[config.mk]
export PLATFORM = sky130hd
export DESIGN_NAME = event_and_scpi_status_bank
export DESIGN_NICKNAME = d
export VERILOG_FILES = /design/src/status_bank_pkg.sv /design/src/scpi_status_reg.sv /design/src/std_event_reg.sv /design/src/event_and_scpi_status_bank.sv
export VERILOG_INCLUDE_DIRS = /design/src
export SDC_FILE = /design/constraint.sdc
export NUM_CORES = 1
export LEC_CHECK = 0
export BUFFER_PORTS_ARGS = -buffer_cell sky130_fd_sc_hd__buf_2
export CORE_ASPECT_RATIO = 1.5
export CORE_UTILIZATION = 43
export DETAILED_ROUTE_END_ITERATION = 16
export PLACE_DENSITY = 0.83
export SYNTH_ARGS = -nofsm -noshare
export SYNTH_HDL_FRONTEND = slang
export SYNTH_SLANG_ARGS = --single-unit
[constraint.sdc]
create_clock -name mclk -period 1.2 [get_ports mclk]
set_clock_uncertainty 0.1 [all_clocks]
set_input_delay 0.24 -clock mclk [delete_from_list [all_inputs] [get_ports mclk]]
set_output_delay 0.24 -clock mclk [all_outputs]
set_load 0.02 [all_outputs]
[src/status_bank_consts.svh]
// Bit positions, masks, reset values and error codes of the status bank
`ifndef STATUS_BANK_CONSTS_SVH
`define STATUS_BANK_CONSTS_SVH

// Standard event register bit positions
`define STD_OPC_BIT      0
`define STD_QERR_BIT     2
`define STD_DDE_BIT      3
`define STD_EXE_BIT      4
`define STD_CME_BIT      5
`define STD_PON_BIT      7
`define STD_USED_MASK    8'hbd
`define STD_FLAGS_RESET  8'h80
`define STD_MASK_RESET   8'h00

// Status byte bit positions
`define STB_ERRQ_BIT     2
`define STB_QUES_BIT     3
`define STB_MAV_BIT      4
`define STB_ESB_BIT      5
`define STB_MSS_BIT      6
`define STB_OPER_BIT     7
`define STB_SRQ_SOURCES  8'hbc
`define STB_RESET        8'h00

// SCPI register layout
`define QUES_POWER_BIT   3
`define QUES_FREQ_BIT    5
`define QUES_LIMIT_BIT   9
`define QUES_USED_MASK   16'h0228
`define FREQ_EXTREF_BIT  8
`define FREQ_USED_MASK   16'h0100
`define OPER_USED_MASK   16'h0000
`define SCPI_RESET       16'h0000

// Error queue codes, two's complement
`define ERR_CODE_DEVICE  16'hfed4
`define ERR_CODE_EXEC    16'hff38
`define ERR_CODE_CMD     16'hff9c
`define ERR_CODE_NONE    16'h0000

`endif

[src/status_bank_pkg.sv]
// Types shared by the status bank modules
package status_bank_pkg;

  typedef logic [7:0]  status_byte_type;
  typedef logic [15:0] status_word_type;

  // Remote-control commands and queries reaching the bank
  typedef enum logic [3:0] {
    CMD_STD_EVENT_Q  = 4'h0,
    CMD_STD_MASK_SET = 4'h1,
    CMD_STD_MASK_Q   = 4'h2,
    CMD_SRQ_MASK_SET = 4'h3,
    CMD_SRQ_MASK_Q   = 4'h4,
    CMD_STB_Q        = 4'h5,
    CMD_OPER_COND_Q  = 4'h6,
    CMD_OPER_EVENT_Q = 4'h7,
    CMD_OPER_ENA_SET = 4'h8,
    CMD_QUES_COND_Q  = 4'h9,
    CMD_QUES_EVENT_Q = 4'ha,
    CMD_QUES_ENA_SET = 4'hb,
    CMD_FREQ_COND_Q  = 4'hc,
    CMD_FREQ_EVENT_Q = 4'hd,
    CMD_FREQ_ENA_SET = 4'he,
    CMD_CLEAR_STATUS = 4'hf
  } command_type;

endpackage

[src/scpi_status_reg.sv]
// One SCPI status register: condition, latched event and enable parts
`timescale 1ns/1ps
`include "status_bank_consts.svh"

module scpi_status_reg
  import status_bank_pkg::*;
#(
  parameter status_word_type USED_MASK = `SCPI_RESET
) (
  // Clock and reset
  input  wire logic            mclk,
  input  wire logic            reset_n,
  // Instrument condition
  input  wire status_word_type cond_in,
  // Control from query decoder
  input  wire logic            event_read,
  input  wire logic            clear_all,
  input  wire logic            enable_write,
  input  wire status_word_type enable_data,
  // Register contents
  output status_word_type      cond_q,
  output status_word_type      event_q,
  output status_word_type      enable_q,
  output logic                 summary
);

  status_word_type cond_ff, nxt_cond;
  status_word_type event_ff, nxt_event;
  status_word_type enable_ff, nxt_enable;
  status_word_type rise;

  // Next values; unused bits and bit 15 never set
  always_comb begin
    nxt_cond   = cond_in & USED_MASK;
    rise       = nxt_cond & ~cond_ff;
    nxt_event  = event_ff;
    nxt_enable = enable_ff;
    if (event_read || clear_all) begin
      nxt_event = `SCPI_RESET;
    end
    // rising edge latch
    // Set wins over a read-clear in the same cycle
    nxt_event = (nxt_event | rise) & USED_MASK;
    if (enable_write) begin
      nxt_enable = enable_data & USED_MASK;
    end
  end

  always_ff @(posedge mclk or negedge reset_n) begin
    if (!reset_n) begin
      cond_ff   <= `SCPI_RESET;
      event_ff  <= `SCPI_RESET;
      enable_ff <= `SCPI_RESET;
    end else begin
      cond_ff   <= nxt_cond;
      event_ff  <= nxt_event;
      enable_ff <= nxt_enable;
    end
  end

  assign cond_q   = cond_ff;
  assign event_q  = event_ff;
  assign enable_q = enable_ff;
  assign summary  = |(event_ff & enable_ff);

endmodule

[src/std_event_reg.sv]
// Standard event register with its enable mask
`timescale 1ns/1ps
`include "status_bank_consts.svh"

module std_event_reg
  import status_bank_pkg::*;
(
  // Clock and reset
  input  wire logic            mclk,
  input  wire logic            reset_n,
  // Event sources and control
  input  wire status_byte_type set_bits,
  input  wire logic            flags_clear,
  input  wire logic            mask_write,
  input  wire status_byte_type mask_data,
  // Register contents
  output status_byte_type      flags_q,
  output status_byte_type      mask_q,
  output logic                 summary
);

  status_byte_type flags_ff, nxt_flags;
  status_byte_type mask_ff, nxt_mask;

  // Next values of flags and mask
  always_comb begin
    nxt_flags = flags_ff;
    nxt_mask  = mask_ff;
    if (flags_clear) begin
      nxt_flags = `STD_MASK_RESET;
    end
    // latched until read
    // New events beat a clear in the same cycle
    nxt_flags = (nxt_flags | set_bits) & `STD_USED_MASK;
    // mask write
    if (mask_write) begin
      nxt_mask = mask_data & `STD_USED_MASK;
    end
  end

  // power on flag
  // Reset loads the power-on bit so it reads set after switch-on
  always_ff @(posedge mclk or negedge reset_n) begin
    if (!reset_n) begin
      flags_ff <= `STD_FLAGS_RESET;
      mask_ff  <= `STD_MASK_RESET;
    end else begin
      flags_ff <= nxt_flags;
      mask_ff  <= nxt_mask;
    end
  end

  assign flags_q = flags_ff;
  assign mask_q  = mask_ff;
  // event summary
  assign summary = |(flags_ff & mask_ff);

endmodule

[src/event_and_scpi_status_bank.sv]
// Status reporting bank: standard events, SCPI registers, status byte
// What this block does
// Standard event flags stay set until read by their query or cleared.
// Eight-bit standard event mask, written and read back by commands.
// Bit 0 sets once operation-complete seen and earlier commands finished.
// Bit 2 sets on read without query or unfetched response.
// Bit 3 sets on device error; queue code -300.
// Bit 4 sets on execution error; queue code -200.
// Bit 5 sets on command error; queue code -100.
// Bit 7 sets when the instrument is switched on.
// Operation condition shows current actions; event shows actions since read.
// Bit 15 of SCPI registers reads zero; operation bits unused.
// Questionable bit 3 follows questionable power on any channel.
// Questionable bit 5 follows oscillator or reference frequency fault.
// Questionable bit 9 follows limit violation.
// Frequency bit 8 follows external reference use; others unused.
// Questionable condition and event answered by separate queries.
// Status byte bit 5 set when enabled standard event set.
// Status byte bit 3 set when enabled questionable event set.
// Service request when enabled status byte bit 2,3,4,5 or 7 set.
// Unused status bits read zero and cannot be set.
// SCPI event bits latch on condition rise, clear on event query.
`timescale 1ns/1ps
`include "status_bank_consts.svh"

module event_and_scpi_status_bank
  import status_bank_pkg::*;
(
  // Clock and reset
  input  wire logic            mclk,
  input  wire logic            reset_n,
  // Command and query port
  input  wire logic            cmd_valid,
  input  wire command_type     cmd_code,
  input  wire status_word_type cmd_data,
  output logic                 resp_valid,
  output status_word_type      resp_data,
  // Command execution events
  input  wire logic            opc_received,
  input  wire logic            cmds_pending,
  input  wire logic            read_without_query,
  input  wire logic            response_abandoned,
  input  wire logic            device_error,
  input  wire logic            execution_error,
  input  wire logic            command_error,
  // Error queue entry
  output logic                 err_push,
  output status_word_type      err_code,
  // Instrument conditions
  input  wire status_word_type oper_actions,
  input  wire logic            power_questionable,
  input  wire logic            freq_fault,
  input  wire logic            limit_violated,
  input  wire logic            ext_ref_in_use,
  // Status byte sources
  input  wire logic            err_queue_not_empty,
  input  wire logic            msg_available,
  // Status byte and service request
  output status_byte_type      status_byte,
  output logic                 service_request
);

  // Decoded command strobes
  logic            std_event_rd;
  logic            std_mask_wr;
  logic            srq_mask_wr;
  logic            oper_event_rd;
  logic            oper_ena_wr;
  logic            ques_event_rd;
  logic            ques_ena_wr;
  logic            freq_event_rd;
  logic            freq_ena_wr;
  logic            clear_status;

  // Register contents from submodules
  status_byte_type std_flags;
  status_byte_type std_mask;
  logic            std_summary;
  status_word_type oper_cond;
  status_word_type oper_event;
  status_word_type oper_ena;
  logic            oper_summary;
  status_word_type ques_cond;
  status_word_type ques_event;
  status_word_type ques_ena;
  logic            ques_summary;
  status_word_type freq_cond;
  status_word_type freq_event;
  status_word_type freq_ena;
  logic            freq_summary;

  // Local state
  logic            opc_armed_ff, nxt_opc_armed;
  logic            opc_done;
  status_byte_type std_set;
  status_byte_type srq_mask_ff, nxt_srq_mask;
  status_byte_type stb_ff, nxt_stb;
  logic            srq_ff, nxt_srq;
  logic            resp_valid_ff, nxt_resp_valid;
  status_word_type resp_data_ff, nxt_resp_data;
  logic            err_push_ff, nxt_err_push;
  status_word_type err_code_ff, nxt_err_code;
  status_word_type ques_cond_in;
  status_word_type freq_cond_in;

  // True when a command code selects the given command
  function automatic logic is_cmd(input logic vld, input command_type code,
                                  input command_type want);
    is_cmd = vld && (code == want);
  endfunction

  // Command decode
  assign std_event_rd  = is_cmd(cmd_valid, cmd_code, CMD_STD_EVENT_Q);
  assign std_mask_wr   = is_cmd(cmd_valid, cmd_code, CMD_STD_MASK_SET);
  assign srq_mask_wr   = is_cmd(cmd_valid, cmd_code, CMD_SRQ_MASK_SET);
  assign oper_event_rd = is_cmd(cmd_valid, cmd_code, CMD_OPER_EVENT_Q);
  assign oper_ena_wr   = is_cmd(cmd_valid, cmd_code, CMD_OPER_ENA_SET);
  assign ques_event_rd = is_cmd(cmd_valid, cmd_code, CMD_QUES_EVENT_Q);
  assign ques_ena_wr   = is_cmd(cmd_valid, cmd_code, CMD_QUES_ENA_SET);
  assign freq_event_rd = is_cmd(cmd_valid, cmd_code, CMD_FREQ_EVENT_Q);
  assign freq_ena_wr   = is_cmd(cmd_valid, cmd_code, CMD_FREQ_ENA_SET);
  assign clear_status  = is_cmd(cmd_valid, cmd_code, CMD_CLEAR_STATUS);

  // Operation-complete arming; a completion in the arming cycle counts
  always_comb begin
    nxt_opc_armed = opc_armed_ff;
    opc_done      = 1'b0;
    // wait for earlier commands
    if ((opc_armed_ff || opc_received) && !cmds_pending) begin
      opc_done      = 1'b1;
      nxt_opc_armed = 1'b0;
    end else if (opc_received) begin
      nxt_opc_armed = 1'b1;
    end
  end

  always_ff @(posedge mclk or negedge reset_n) begin
    if (!reset_n) begin
      opc_armed_ff <= 1'b0;
    end else begin
      opc_armed_ff <= nxt_opc_armed;
    end
  end

  // Standard event sources
  always_comb begin
    std_set = `STD_MASK_RESET;
    std_set[`STD_OPC_BIT] = opc_done;
    // query error sources
    std_set[`STD_QERR_BIT] = read_without_query || response_abandoned;
    // device error flag
    std_set[`STD_DDE_BIT] = device_error;
    // execution error flag
    std_set[`STD_EXE_BIT] = execution_error;
    // command error flag
    std_set[`STD_CME_BIT] = command_error;
  end

  // Error queue entry; command errors win when several arrive at once
  always_comb begin
    nxt_err_push = device_error || execution_error || command_error;
    nxt_err_code = `ERR_CODE_NONE;
    // command error code
    if (command_error) begin
      nxt_err_code = `ERR_CODE_CMD;
    // execution error code
    end else if (execution_error) begin
      nxt_err_code = `ERR_CODE_EXEC;
    // device error code
    end else if (device_error) begin
      nxt_err_code = `ERR_CODE_DEVICE;
    end
  end

  always_ff @(posedge mclk or negedge reset_n) begin
    if (!reset_n) begin
      err_push_ff <= 1'b0;
      err_code_ff <= `ERR_CODE_NONE;
    end else begin
      err_push_ff <= nxt_err_push;
      err_code_ff <= nxt_err_code;
    end
  end

  std_event_reg u_std_event (
    .mclk        (mclk),
    .reset_n     (reset_n),
    .set_bits    (std_set),
    .flags_clear (std_event_rd || clear_status),
    .mask_write  (std_mask_wr),
    .mask_data   (cmd_data[7:0]),
    .flags_q     (std_flags),
    .mask_q      (std_mask),
    .summary     (std_summary)
  );

  // Questionable and frequency condition inputs
  always_comb begin
    ques_cond_in = `SCPI_RESET;
    // power questionable
    ques_cond_in[`QUES_POWER_BIT] = power_questionable;
    // frequency fault
    ques_cond_in[`QUES_FREQ_BIT] = freq_fault;
    // limit violation
    ques_cond_in[`QUES_LIMIT_BIT] = limit_violated;
    freq_cond_in = `SCPI_RESET;
    // external reference
    freq_cond_in[`FREQ_EXTREF_BIT] = ext_ref_in_use;
  end

  // operation condition and event
  // operation bits masked off
  scpi_status_reg #(
    .USED_MASK (`OPER_USED_MASK)
  ) u_oper (
    .mclk         (mclk),
    .reset_n      (reset_n),
    .cond_in      (oper_actions),
    .event_read   (oper_event_rd),
    .clear_all    (clear_status),
    .enable_write (oper_ena_wr),
    .enable_data  (cmd_data),
    .cond_q       (oper_cond),
    .event_q      (oper_event),
    .enable_q     (oper_ena),
    .summary      (oper_summary)
  );

  scpi_status_reg #(
    .USED_MASK (`QUES_USED_MASK)
  ) u_ques (
    .mclk         (mclk),
    .reset_n      (reset_n),
    .cond_in      (ques_cond_in),
    .event_read   (ques_event_rd),
    .clear_all    (clear_status),
    .enable_write (ques_ena_wr),
    .enable_data  (cmd_data),
    .cond_q       (ques_cond),
    .event_q      (ques_event),
    .enable_q     (ques_ena),
    .summary      (ques_summary)
  );

  // Frequency summary has no status byte position here
  scpi_status_reg #(
    .USED_MASK (`FREQ_USED_MASK)
  ) u_freq (
    .mclk         (mclk),
    .reset_n      (reset_n),
    .cond_in      (freq_cond_in),
    .event_read   (freq_event_rd),
    .clear_all    (clear_status),
    .enable_write (freq_ena_wr),
    .enable_data  (cmd_data),
    .cond_q       (freq_cond),
    .event_q      (freq_event),
    .enable_q     (freq_ena),
    .summary      (freq_summary)
  );

  // Status byte and service request
  always_comb begin
    nxt_srq_mask = srq_mask_ff;
    if (srq_mask_wr) begin
      // only summary positions kept
      nxt_srq_mask = cmd_data[7:0] & `STB_SRQ_SOURCES;
    end
    nxt_stb = `STB_RESET;
    nxt_stb[`STB_ERRQ_BIT] = err_queue_not_empty;
    // questionable summary
    nxt_stb[`STB_QUES_BIT] = ques_summary;
    nxt_stb[`STB_MAV_BIT]  = msg_available;
    // event summary bit
    nxt_stb[`STB_ESB_BIT]  = std_summary;
    nxt_stb[`STB_OPER_BIT] = oper_summary;
    // service request
    nxt_srq = |(nxt_stb & srq_mask_ff & `STB_SRQ_SOURCES);
    nxt_stb[`STB_MSS_BIT] = nxt_srq;
  end

  always_ff @(posedge mclk or negedge reset_n) begin
    if (!reset_n) begin
      srq_mask_ff <= `STB_RESET;
      stb_ff      <= `STB_RESET;
      srq_ff      <= 1'b0;
    end else begin
      srq_mask_ff <= nxt_srq_mask;
      stb_ff      <= nxt_stb;
      srq_ff      <= nxt_srq;
    end
  end

  // Query answers; register values are sampled before any read-clear
  always_comb begin
    nxt_resp_valid = 1'b0;
    nxt_resp_data  = `SCPI_RESET;
    if (cmd_valid) begin
      nxt_resp_valid = 1'b1;
      unique case (cmd_code)
        CMD_STD_EVENT_Q:  nxt_resp_data = {8'h00, std_flags};
        CMD_STD_MASK_Q:   nxt_resp_data = {8'h00, std_mask};
        CMD_SRQ_MASK_Q:   nxt_resp_data = {8'h00, srq_mask_ff};
        CMD_STB_Q:        nxt_resp_data = {8'h00, stb_ff};
        CMD_OPER_COND_Q:  nxt_resp_data = oper_cond;
        CMD_OPER_EVENT_Q: nxt_resp_data = oper_event;
        // separate questionable parts
        CMD_QUES_COND_Q:  nxt_resp_data = ques_cond;
        CMD_QUES_EVENT_Q: nxt_resp_data = ques_event;
        CMD_FREQ_COND_Q:  nxt_resp_data = freq_cond;
        CMD_FREQ_EVENT_Q: nxt_resp_data = freq_event;
        CMD_STD_MASK_SET, CMD_SRQ_MASK_SET, CMD_OPER_ENA_SET,
        CMD_QUES_ENA_SET, CMD_FREQ_ENA_SET, CMD_CLEAR_STATUS: begin
          nxt_resp_valid = 1'b0;
        end
      endcase
    end
  end

  always_ff @(posedge mclk or negedge reset_n) begin
    if (!reset_n) begin
      resp_valid_ff <= 1'b0;
      resp_data_ff  <= `SCPI_RESET;
    end else begin
      resp_valid_ff <= nxt_resp_valid;
      resp_data_ff  <= nxt_resp_data;
    end
  end

  // Outputs; enable parts are write-only at this port
  assign resp_valid      = resp_valid_ff;
  assign resp_data       = resp_data_ff;
  assign err_push        = err_push_ff;
  assign err_code        = err_code_ff;
  assign status_byte     = stb_ff;
  assign service_request = srq_ff;

endmodule

==> impl_metrics.yaml, run 1 <==
synthesis:
  ys_types: 43
  yosysWarnings: 0
  synthCells: 197
  avgSynthCellArea_um2: 11.90
  netlist_area_um2: 2345
  ys_seq_elements: 49
  ys_seq_area_frac: 0.5235
worst_hold_path:
  min_from: "response_abandoned"
  hold_class: "in -> reg"
sta:
  hold_viol: 0
  worst_slack_ns: -0.1222
  rsz0062_at_grt: "true"
  layout_min_cycle_time_ns: 1.322
  drv_slew: 0
  setup_viol: 22
  max_freq_ghz: 0.7563
  min_period_over_period: 1.102
setup_path:
  crit_arrival_ns: 1.42
  cp.required_ns: 1.30
  crit_type: "in -> reg"
  critical_path.endpoint_type: "register"
  start_kind: "input pin"
  critical_path_peak_fanout: 10
  r2r_start: "u_std_event.flags_q[3]$_DFF_PN0_"
  crit_start: "cmd_code[1]"
floorplanning:
  rows: 32
  die_w_um: 62.30
  start_util: 0.4505
  die_h_um: 92.44
  dieArea_um2: 5759
  io_pins: 95
  core_um2: 5205
placement:
  portBuffers: 57
  place_ws_ns: -0.3818
  gp_congestion: 0.8406
  dp_hpwl_um: 3850
global_routing:
  grt_max_degree: 50
  grt_pass1_vias: 1868
  antenna_found_initial: 0
  gr-total-overflow: 0
  grt_pass1_wl_um: 8907
  track_usage: 0.2040
run_status:
  outcome: "finished, violations left"
  violations: "negative setup slack"
job:
  maxCapViolations: 0
route:
  post_drt_wl_per_cell_um: 16.76
  drtAntennaViolNets: 0
  firstDrtPassIters: 4
  drc_errors: 0
  vias_per_cell: 5.196
  detail_route.wirelength_um: 5900
  drtIter0Drc: 115
  vias: 1829
clock_network:
  cts_root_buf: "clkbuf_8"
  clk_latency_ns: 0.30
  cts_tree: "done"
  htree_levels: 2
  clock_sinks: 49
  clkTransAtPathRegs_ns: 0.09
  cts_buffer_depth: 2
  cts_inserted_buffers: 5
finish:
  final_nets: 335
  n_antenna_cell: 0
  drive_gt1_frac: 0.4859
  syn_to_final_growth_pct: 35.59
power_and_ir_drop:
  leakage_nw: 1.546
  finalPower_mw: 4.049
  power.density_nw_per_um2: 1274
  ir_drop_mv: 0.7305
-- sequential cells by signal, summed over array words and instances, names as in the netlist --
| name | cells |
|---|---|
| resp_data | 9 |
| u_std_event.flags_q | 6 |
| u_std_event.mask_q | 6 |
| srq_mask_ff | 5 |
| status_byte | 5 |
| err_code | 4 |
| u_ques.cond_q | 3 |
| u_ques.enable_q | 3 |
| u_ques.event_q | 3 |
| err_push | 1 |
| opc_armed_ff | 1 |
| resp_valid | 1 |
| u_freq.cond_q | 1 |
| u_freq.event_q | 1 |
-- final timing paths --
| check | end | slack (ns) | cells past startpoint |
|---|---|---|---|
| max | resp_data[7]$_DFF_PN0_ | -0.12 | 5 |
| min | u_std_event.flags_q[2]$_DFF_PN0_ | 0.02 | 2 |
| max reg2reg | status_byte[6]$_DFF_PN0_ | -0.10 | 3 |
| min reg2reg | opc_armed_ff$_DFFE_PN0P_ | 0.42 | 2 |
| max in group asynchronous | u_std_event.flags_q[7]$_DFFE_PN1P_ | 0.33 | 3 |
| min in group asynchronous | resp_data[3]$_DFF_PN0_ | 0.38 | 3 |
-- area by class of cell --
type | count | area [um2]
Clock inverter | 1 | 7.507
Sequential cell | 49 | 1229
Tap cell | 68 | 85.08
Fill cell | 392 | 2026
Timing Repair Buffer | 101 | 757.0
Clock buffer | 7 | 86.33
Inverter | 8 | 30.03
Multi-Input combinational cell | 118 | 984.7
-- cells by family after synthesis --
| logic type | after synthesis | synth area share |
|---|---|---|
| flip-flops | 49 | 0.5235 |
| AND/OR/NAND/NOR | 48 | 0.1425 |
| buffers and inverters | 41 | 0.1089 |
| AO/OA/AOI/OAI | 34 | 0.1057 |
| multiplexers | 23 | 0.1142 |
| XOR/XNOR | 1 | 0.003736 |
| other | 1 | 0.001599 |
-- per-stage QoR --
step	hold WS (ns)	setup TNS (ns)	cells	instance area, um2	util
3_5_place_dp	0.1546	-9.437	333	2791	0.5363
5_1_grt	0.01887	-1.876	352	3179	0.6108
6_report	0.01824	-1.169	352	3179	0.6108
4_1_cts	0.01217	-1.093	352	3060	0.5880
3_3_place_gp	0.1386	-8.440	333	2791	0.5363
2_1_floorplan	-0.1556	-2.350	208	2419	-
-- timing repair --
item                                    in CTS  in global routing
gates resized for setup                     22                 35
gates cloned                                 0                  0
hold buffers                                 7                  0
pin swaps                                    6                  3
endpoints found under the setup margin      25                 44
buffers inserted                             4                  1
endpoints found under the hold margin       54                  0
-- where the power goes --
group | internal (mW) | total [mW] | switching (mW)
Combinational | 0.556 | 1.05 | 0.489
Clock | 0.469 | 1.01 | 0.537
Sequential | 1.84 | 2.00 | 0.156
Total | 2.87 | 4.05 | 1.18
-- metal layers --
metal,GRT usage,share of wire,vias to the layer above
met5,0,0,-
met4,0.1221,0.044,0
met3,0.03325,0.041,20
met2,0.3590,0.54,79
met1,0.2303,0.37,898
li1,-,-,832
-- cells in the final DEF, fill, tap and decap left out, types with 6 or more instances in the layout --
cell type / n
dfrtp_1: 47
buf_4: 32
and3b_1: 9
mux2i_1: 8
conb_1: 12
clkbuf_8: 6
buf_2: 41
inv_1: 7
mux2_2: 10
buf_6: 17
dlygate4sd3_1: 7
-- Yosys cell counts --
cell	instances	area share
mux2_4	5	0.032
nand3_2	1	0.0043
or2_2	1	0.0027
xnor2_1	1	0.0037
a311oi_1	2	0.0075
a211o_1	1	0.0037
mux2i_1	8	0.034
buf_4	24	0.077
nand2_1	2	0.0032
a21oi_1	3	0.0064
and3_1	2	0.0053
a22oi_1	4	0.013
and4b_1	1	0.0043
nor2b_1	1	0.0027
and3b_1	9	0.034
o21a_1	1	0.0032
dfstp_2	1	0.011
a21o_1	4	0.013
nor2b_4	1	0.0059
nand2b_1	3	0.0080
mux2_2	10	0.048
o2bb2ai_1	1	0.0037
inv_2	1	0.0016
a221o_1	1	0.0043
nor2_1	7	0.011
nor4_1	4	0.011
and4_1	1	0.0037
o32a_1	2	0.0085
a2bb2oi_2	1	0.0064
nor3b_1	2	0.0064
o21ai_0	10	0.021
or3_1	3	0.0080
nand4_1	1	0.0027
a22o_1	4	0.015
dfrtp_1	48	0.51
nand3_1	2	0.0043
nor3_1	3	0.0064
and2_1	1	0.0027
inv_1	7	0.011
buf_2	9	0.019
nor4b_4	1	0.010
nand3b_1	2	0.0064
conb_1	1	0.0016
-- critical path: stages --
cell,delay [ns]
clkbuf_4,0.17
buf_4,0.19
nand2b_1,0.17
a2bb2oi_2,0.38
and4b_1,0.26
(Power assumes the default switching activity.)
==> inputs of run 2 (changes only) <==
CORE_UTILIZATION = 48   (was 43)
PLACE_DENSITY = 0.88   (was 0.83)
clock period = 1.3 ns   (was 1.2 ns; I/O delays follow)
==> run 2 against run 1 <==
Net effect: final area decreased by 5.2%; die area down 10%; global-route usage rose by 0.98 points; sequential cell count unchanged; register-to-register slack improved by 0.12 ns; wire length down 12%; combinational power is 22% lower; the run still ends with negative setup slack left; sequential power is 9% lower; core utilization increased by 4.2 points; cell count shrank 2.0%; largest cell class unchanged; critical path depth is 1 higher.
==> impl_metrics.yaml, run 2 (same netlist as run 1, synthesis figures left out) <==
run_status:
  outcome: "finished, violations left"
  violations: "negative setup slack"
route:
  detail_route.wirelength_um: 5190
  drtIter0Drc: 66
  post_drt_wl_per_cell_um: 15.04
  drc_errors: 0
  firstDrtPassIters: 4
  drtAntennaViolNets: 0
  vias_per_cell: 5.125
  vias: 1768
power_and_ir_drop:
  power.density_nw_per_um2: 1200
  finalPower_mw: 3.615
  p_switching_mw: 1.025
  leakage_nw: 1.501
  internal-power_mw: 2.590
  p_seq_frac: 0.504
  switching_share: 0.2836
  power_frac_comb: 0.227
  ir_drop_mv: 0.9819
  clkPwrFrac: 0.269
sta:
  setup_viol: 4
  layout_min_cycle_time_ns: 1.349
  drv_slew: 0
  hold_viol: 0
  rsz0062_at_grt: "true"
  max_freq_ghz: 0.7412
  setup_tns_ns: -0.1422
  worst_slack_ns: -0.04914
  min_period_over_period: 1.038
clock_network:
  cts_inserted_buffers: 5
  clk_latency_ns: 0.30
  clkTransAtPathRegs_ns: 0.08
  clock_sinks: 49
  cts_setup_buffers: 0
  cts_tree: "done"
  htree_levels: 2
  cts_buffer_depth: 2
  cts_root_buf: "clkbuf_8"
floorplanning:
  die_w_um: 59.07
  rows: 30
  core_um2: 4617
  dieArea_um2: 5174
  io_pins: 95
  die_h_um: 87.60
  start_util: 0.5079
placement:
  portBuffers: 57
  dpl_cell_area_um2: 2806
  place_ws_ns: -0.3095
  dp_hpwl_um: 3612
  gp_congestion: 0.8640
setup_path:
  crit_type: "in -> reg"
  critical_path_peak_fanout: 12
  crit_arrival_ns: 1.44
  start_kind: "input pin"
  cp.required_ns: 1.39
  critical_path.endpoint_type: "register"
  reg2reg_depth: 3
  r2r_slack_ns: 0.02
global_routing:
  gr-total-overflow: 0
  grt_pass1_vias: 1710
  track_usage: 0.2137
  grt_pass1_wl_um: 8142
  grt_max_degree: 50
  antenna_found_initial: 0
finish:
  fin_util: 0.6526
  final_nets: 332
  layout_commonest_cell: "buf_2"
  n_antenna_cell: 0
  design_area_um2: 3013
  largest_reg_flops: 9
  drive_gt1_frac: 0.4555
  fillerInstances: 359
  layout_common_cells: "buf_2, dfrtp_1, buf_4, conb_1, mux2_2"
  syn_to_final_growth_pct: 28.50
worst_hold_path:
  hold_class: "in -> reg"
  hold_depth: 2
job:
  maxCapViolations: 0
==> run 2: layout make-up <==
class	count	area (um2)	share of cell area
timing repair buffer	98	635.6	0.2110
clock buffer	7	96.34	0.03198
inverter	8	30.03	0.009967
sequential	49	1229	0.4078
clock inverter	1	5.005	0.001661
multi-input combinational	118	937.1	0.3110
tap	64	80.08	0.02658
==> run 2: worst paths after layout <==
| path | start | to |
|---|---|---|
| max | cmd_code[1] | u_std_event.flags_q[4]$_DFF_PN0_ |
| min in group asynchronous | reset_n | resp_data[5]$_DFF_PN0_ |
| max reg2reg | u_std_event.mask_q[7]$_DFFE_PN0P_ | status_byte[6]$_DFF_PN0_ |
| min reg2reg | u_freq.cond_q[8]$_DFF_PN0_ | u_freq.event_q[8]$_DFF_PN0_ |
| min | cmds_pending | u_std_event.flags_q[0]$_DFF_PN0_ |
| max in group asynchronous | reset_n | u_std_event.flags_q[7]$_DFFE_PN1P_ |
==> run 2: metal layers <==
layer	wire length, um	vias up	global-route usage
met5	0	-	0
met4	110	0	0.09524
met3	182	8	0.03988
met2	2834	52	0.3636
met1	2063	877	0.2607
li1	-	831	-
==> run 2: power by group through the flow <==
stage | clock, mW | sequential, mW | combinational [mW]
finish | 0.971 | 1.82 | 0.821
global route | 1.05 | 1.84 | 0.889
CTS | 0.980 | 1.82 | 0.812
detailed placement | 0 | 1.85 | 0.784
global placement | 0 | 1.84 | 0.762
floorplan | 0 | 1.87 | 0.469
==> run 2: critical path: stages <==
cell and delay [ns]:
buf_2 0.14, buf_4 0.19, nor4_2 0.35, o21ai_1 0.15, buf_4 0.18, a21o_1 0.18
==> run 2: per-stage QoR <==
stage | cells | hold slack (ns)
after floorplan | 208 | -0.1356
after global placement | 330 | 0.1562
after detailed placement | 330 | 0.1662
after CTS | 345 | 0.03164
after global routing | 345 | 0.02477
final | 345 | 0.04389
==> run 2: what timing repair did <==
action | CTS | global route
setup endpoints to repair | 10 | 17
pin swaps | 1 | 3
hold buffers | 7 | 0
hold endpoints to repair | 54 | 0
gates resized for setup | 1 | 7
==> inputs of run 3 (changes only) <==
GPL_TIMING_DRIVEN = 0   (was unset)
clock period = 1.5 ns   (was 1.3 ns; I/O delays follow)
==> run 3 against run 2 <==
Net effect: the flow now finishes without violations; global-route usage fell by 1.3 points; die area did not move; critical path depth fell by 4; combinational power fell by 22%; sequential cell count did not move; via count fell by 4.4%; wire length fell by 9.2%; worst setup slack improved by 0.097 ns; clock-buffer cell count fell by 2; sequential share of layout area rose by 1.8 points; core utilization fell by 2.8 points; non-clock buffer count fell by 9; critical path type is now reg -> out.
==> impl_metrics.yaml, run 3 (same netlist as run 1, synthesis figures left out) <==
power_and_ir_drop:
  leakage_nw: 1.458
  p_switching_mw: 0.8579
  ir_drop_mv: 1.068
  power.density_nw_per_um2: 1145
  p_seq_frac: 0.478
  clkPwrFrac: 0.328
  power_frac_comb: 0.194
  internal-power_mw: 2.444
  switching_share: 0.2598
route:
  detail_route.wirelength_um: 4715
  vias_per_cell: 5.033
  drc_errors: 0
  firstDrtPassIters: 4
  drtAntennaViolNets: 0
  drtIter0Drc: 47
  post_drt_wl_per_cell_um: 14.03
  vias: 1691
floorplanning:
  dieArea_um2: 5174
  start_util: 0.5079
  core_um2: 4617
  rows: 30
  die_h_um: 87.60
  io_pins: 95
  die_w_um: 59.07
clock_network:
  clk_latency_ns: 0.30
  cts_inserted_buffers: 5
  cts_tree: "done"
  htree_levels: 2
  cts_buffer_depth: 2
  clock_sinks: 49
  cts_hold_buf: 0
  clkTransAtPathRegs_ns: 0.09
  cts_root_buf: "clkbuf_8"
worst_hold_path:
  hold_class: "in -> reg"
  hold_depth: 1
  min_from: "msg_available"
  holdPathEnd: "status_byte[4]$_DFF_PN0_"
finish:
  multi_input_area_um2: 903.4
  fillerInstances: 374
  drive_gt1_frac: 0.4412
  largest_reg_flops: 9
  regArea_um2: 1229
  final_cells: 336
  layout_commonest_cell: "buf_2"
  layout_common_cells: "buf_2, dfrtp_1, buf_4, conb_1, mux2_2"
  syn_to_final_growth_pct: 23.00
  n_antenna_cell: 0
  final_nets: 323
sta:
  holdWs_ns: 0.01516
  layout_min_cycle_time_ns: 1.452
  min_period_over_period: 0.9680
  drv_slew: 0
  rsz0062_at_grt: "false"
  hold_viol: 0
  max_freq_ghz: 0.6887
  worstMarginPinSlew_ns: 1.027
  setup_viol: 0
  worst_slew_margin_rel: 0.3150
placement:
  dp_cells: 327
  gp_congestion: 0.8490
  dp_hpwl_um: 3596
  portBuffers: 55
global_routing:
  grt_max_degree: 50
  track_usage: 0.2006
  antenna_found_initial: 0
  grt_pass1_wl_um: 7638
  gr-total-overflow: 0
  grt_pass1_vias: 1616
setup_path:
  reg2reg_depth: 3
  path_delay_family: "flip-flops"
  crit_start: "err_push$_DFF_PN0_"
  r2r_slack_ns: 0.14
  critical_path_peak_fanout: 9
  slowest_delay_ns: 0.46
  worst-path-buf-inv: 2
  slowest_stage: "dfrtp_2"
  timing.rr.end: "status_byte[6]$_DFF_PN0_"
  critical_path.endpoint_type: "output port"
  crit_path_cell_trace: "buf_4, buf_2"
  cp.required_ns: 1.10
  r2r_start: "u_std_event.mask_q[7]$_DFFE_PN0P_"
  crit_type: "reg -> out"
  start_kind: "register"
  crit_arrival_ns: 1.05
run_status:
  outcome: "finished, final reports clean"
job:
  maxCapViolations: 0
-- run 3: repair_timing --
item	in CTS	in global routing
setup endpoints to repair	0	20
gates resized for setup	0	2
hold endpoints to repair	0	0
buffers inserted	0	1
-- run 3: how the worst max path moves through the flow --
stage                                              endpoint  cells past startpoint
after floorplan                  srq_mask_ff[2]$_DFFE_PN0P_                      5
after global placement     u_std_event.flags_q[2]$_DFF_PN0_                      5
after detailed placement  u_std_event.mask_q[5]$_DFFE_PN0P_                      4
after CTS                                      err_code[11]                      2
after global routing       u_std_event.flags_q[2]$_DFF_PN0_                      5
final                                          err_code[12]                      2
-- run 3: layout make-up --
class | instances | area share
inverter | 8 | 0.01041
multi-input combinational | 118 | 0.3132
sequential | 49 | 0.4260
clock inverter | 3 | 0.02256
timing repair buffer | 56 | 0.09805
clock buffer | 5 | 0.02386
buffer | 33 | 0.07809
tap | 64 | 0.02777
-- run 3: power by group through the flow --
stage	logic [mW]	registers, mW	clock network (mW)
finish	0.641	1.58	1.08
global route	0.697	1.60	1.15
CTS	0.644	1.58	1.10
detailed placement	0.639	1.60	0
global placement	0.623	1.60	0
floorplan	0.401	1.62	0
-- run 3: stage by stage --
step           setup slack (ns)  TNS [ns]  instance area (um2)  utilization  power (mW)
2_1_floorplan          0.001902         0                 2386            -       2.026
3_3_place_gp            -0.2869    -4.285                 2741       0.5938       2.220
3_5_place_dp            -0.2893    -4.283                 2741       0.5938       2.243
4_1_cts                 0.01596         0                 2875       0.6228       3.321
5_1_grt                0.001056         0                 2884       0.6247       3.441
6_report                0.04795         0                 2884       0.6247       3.302
-- run 3: per-layer routing --
layer | up-vias | global-route usage | wire [um]
met4 | 0 | 0.1017 | 108
met3 | 9 | 0.02511 | 153
met1 | 817 | 0.2371 | 1884
li1 | 813 | - | -
met5 | - | 0 | 0
met2 | 52 | 0.3523 | 2568
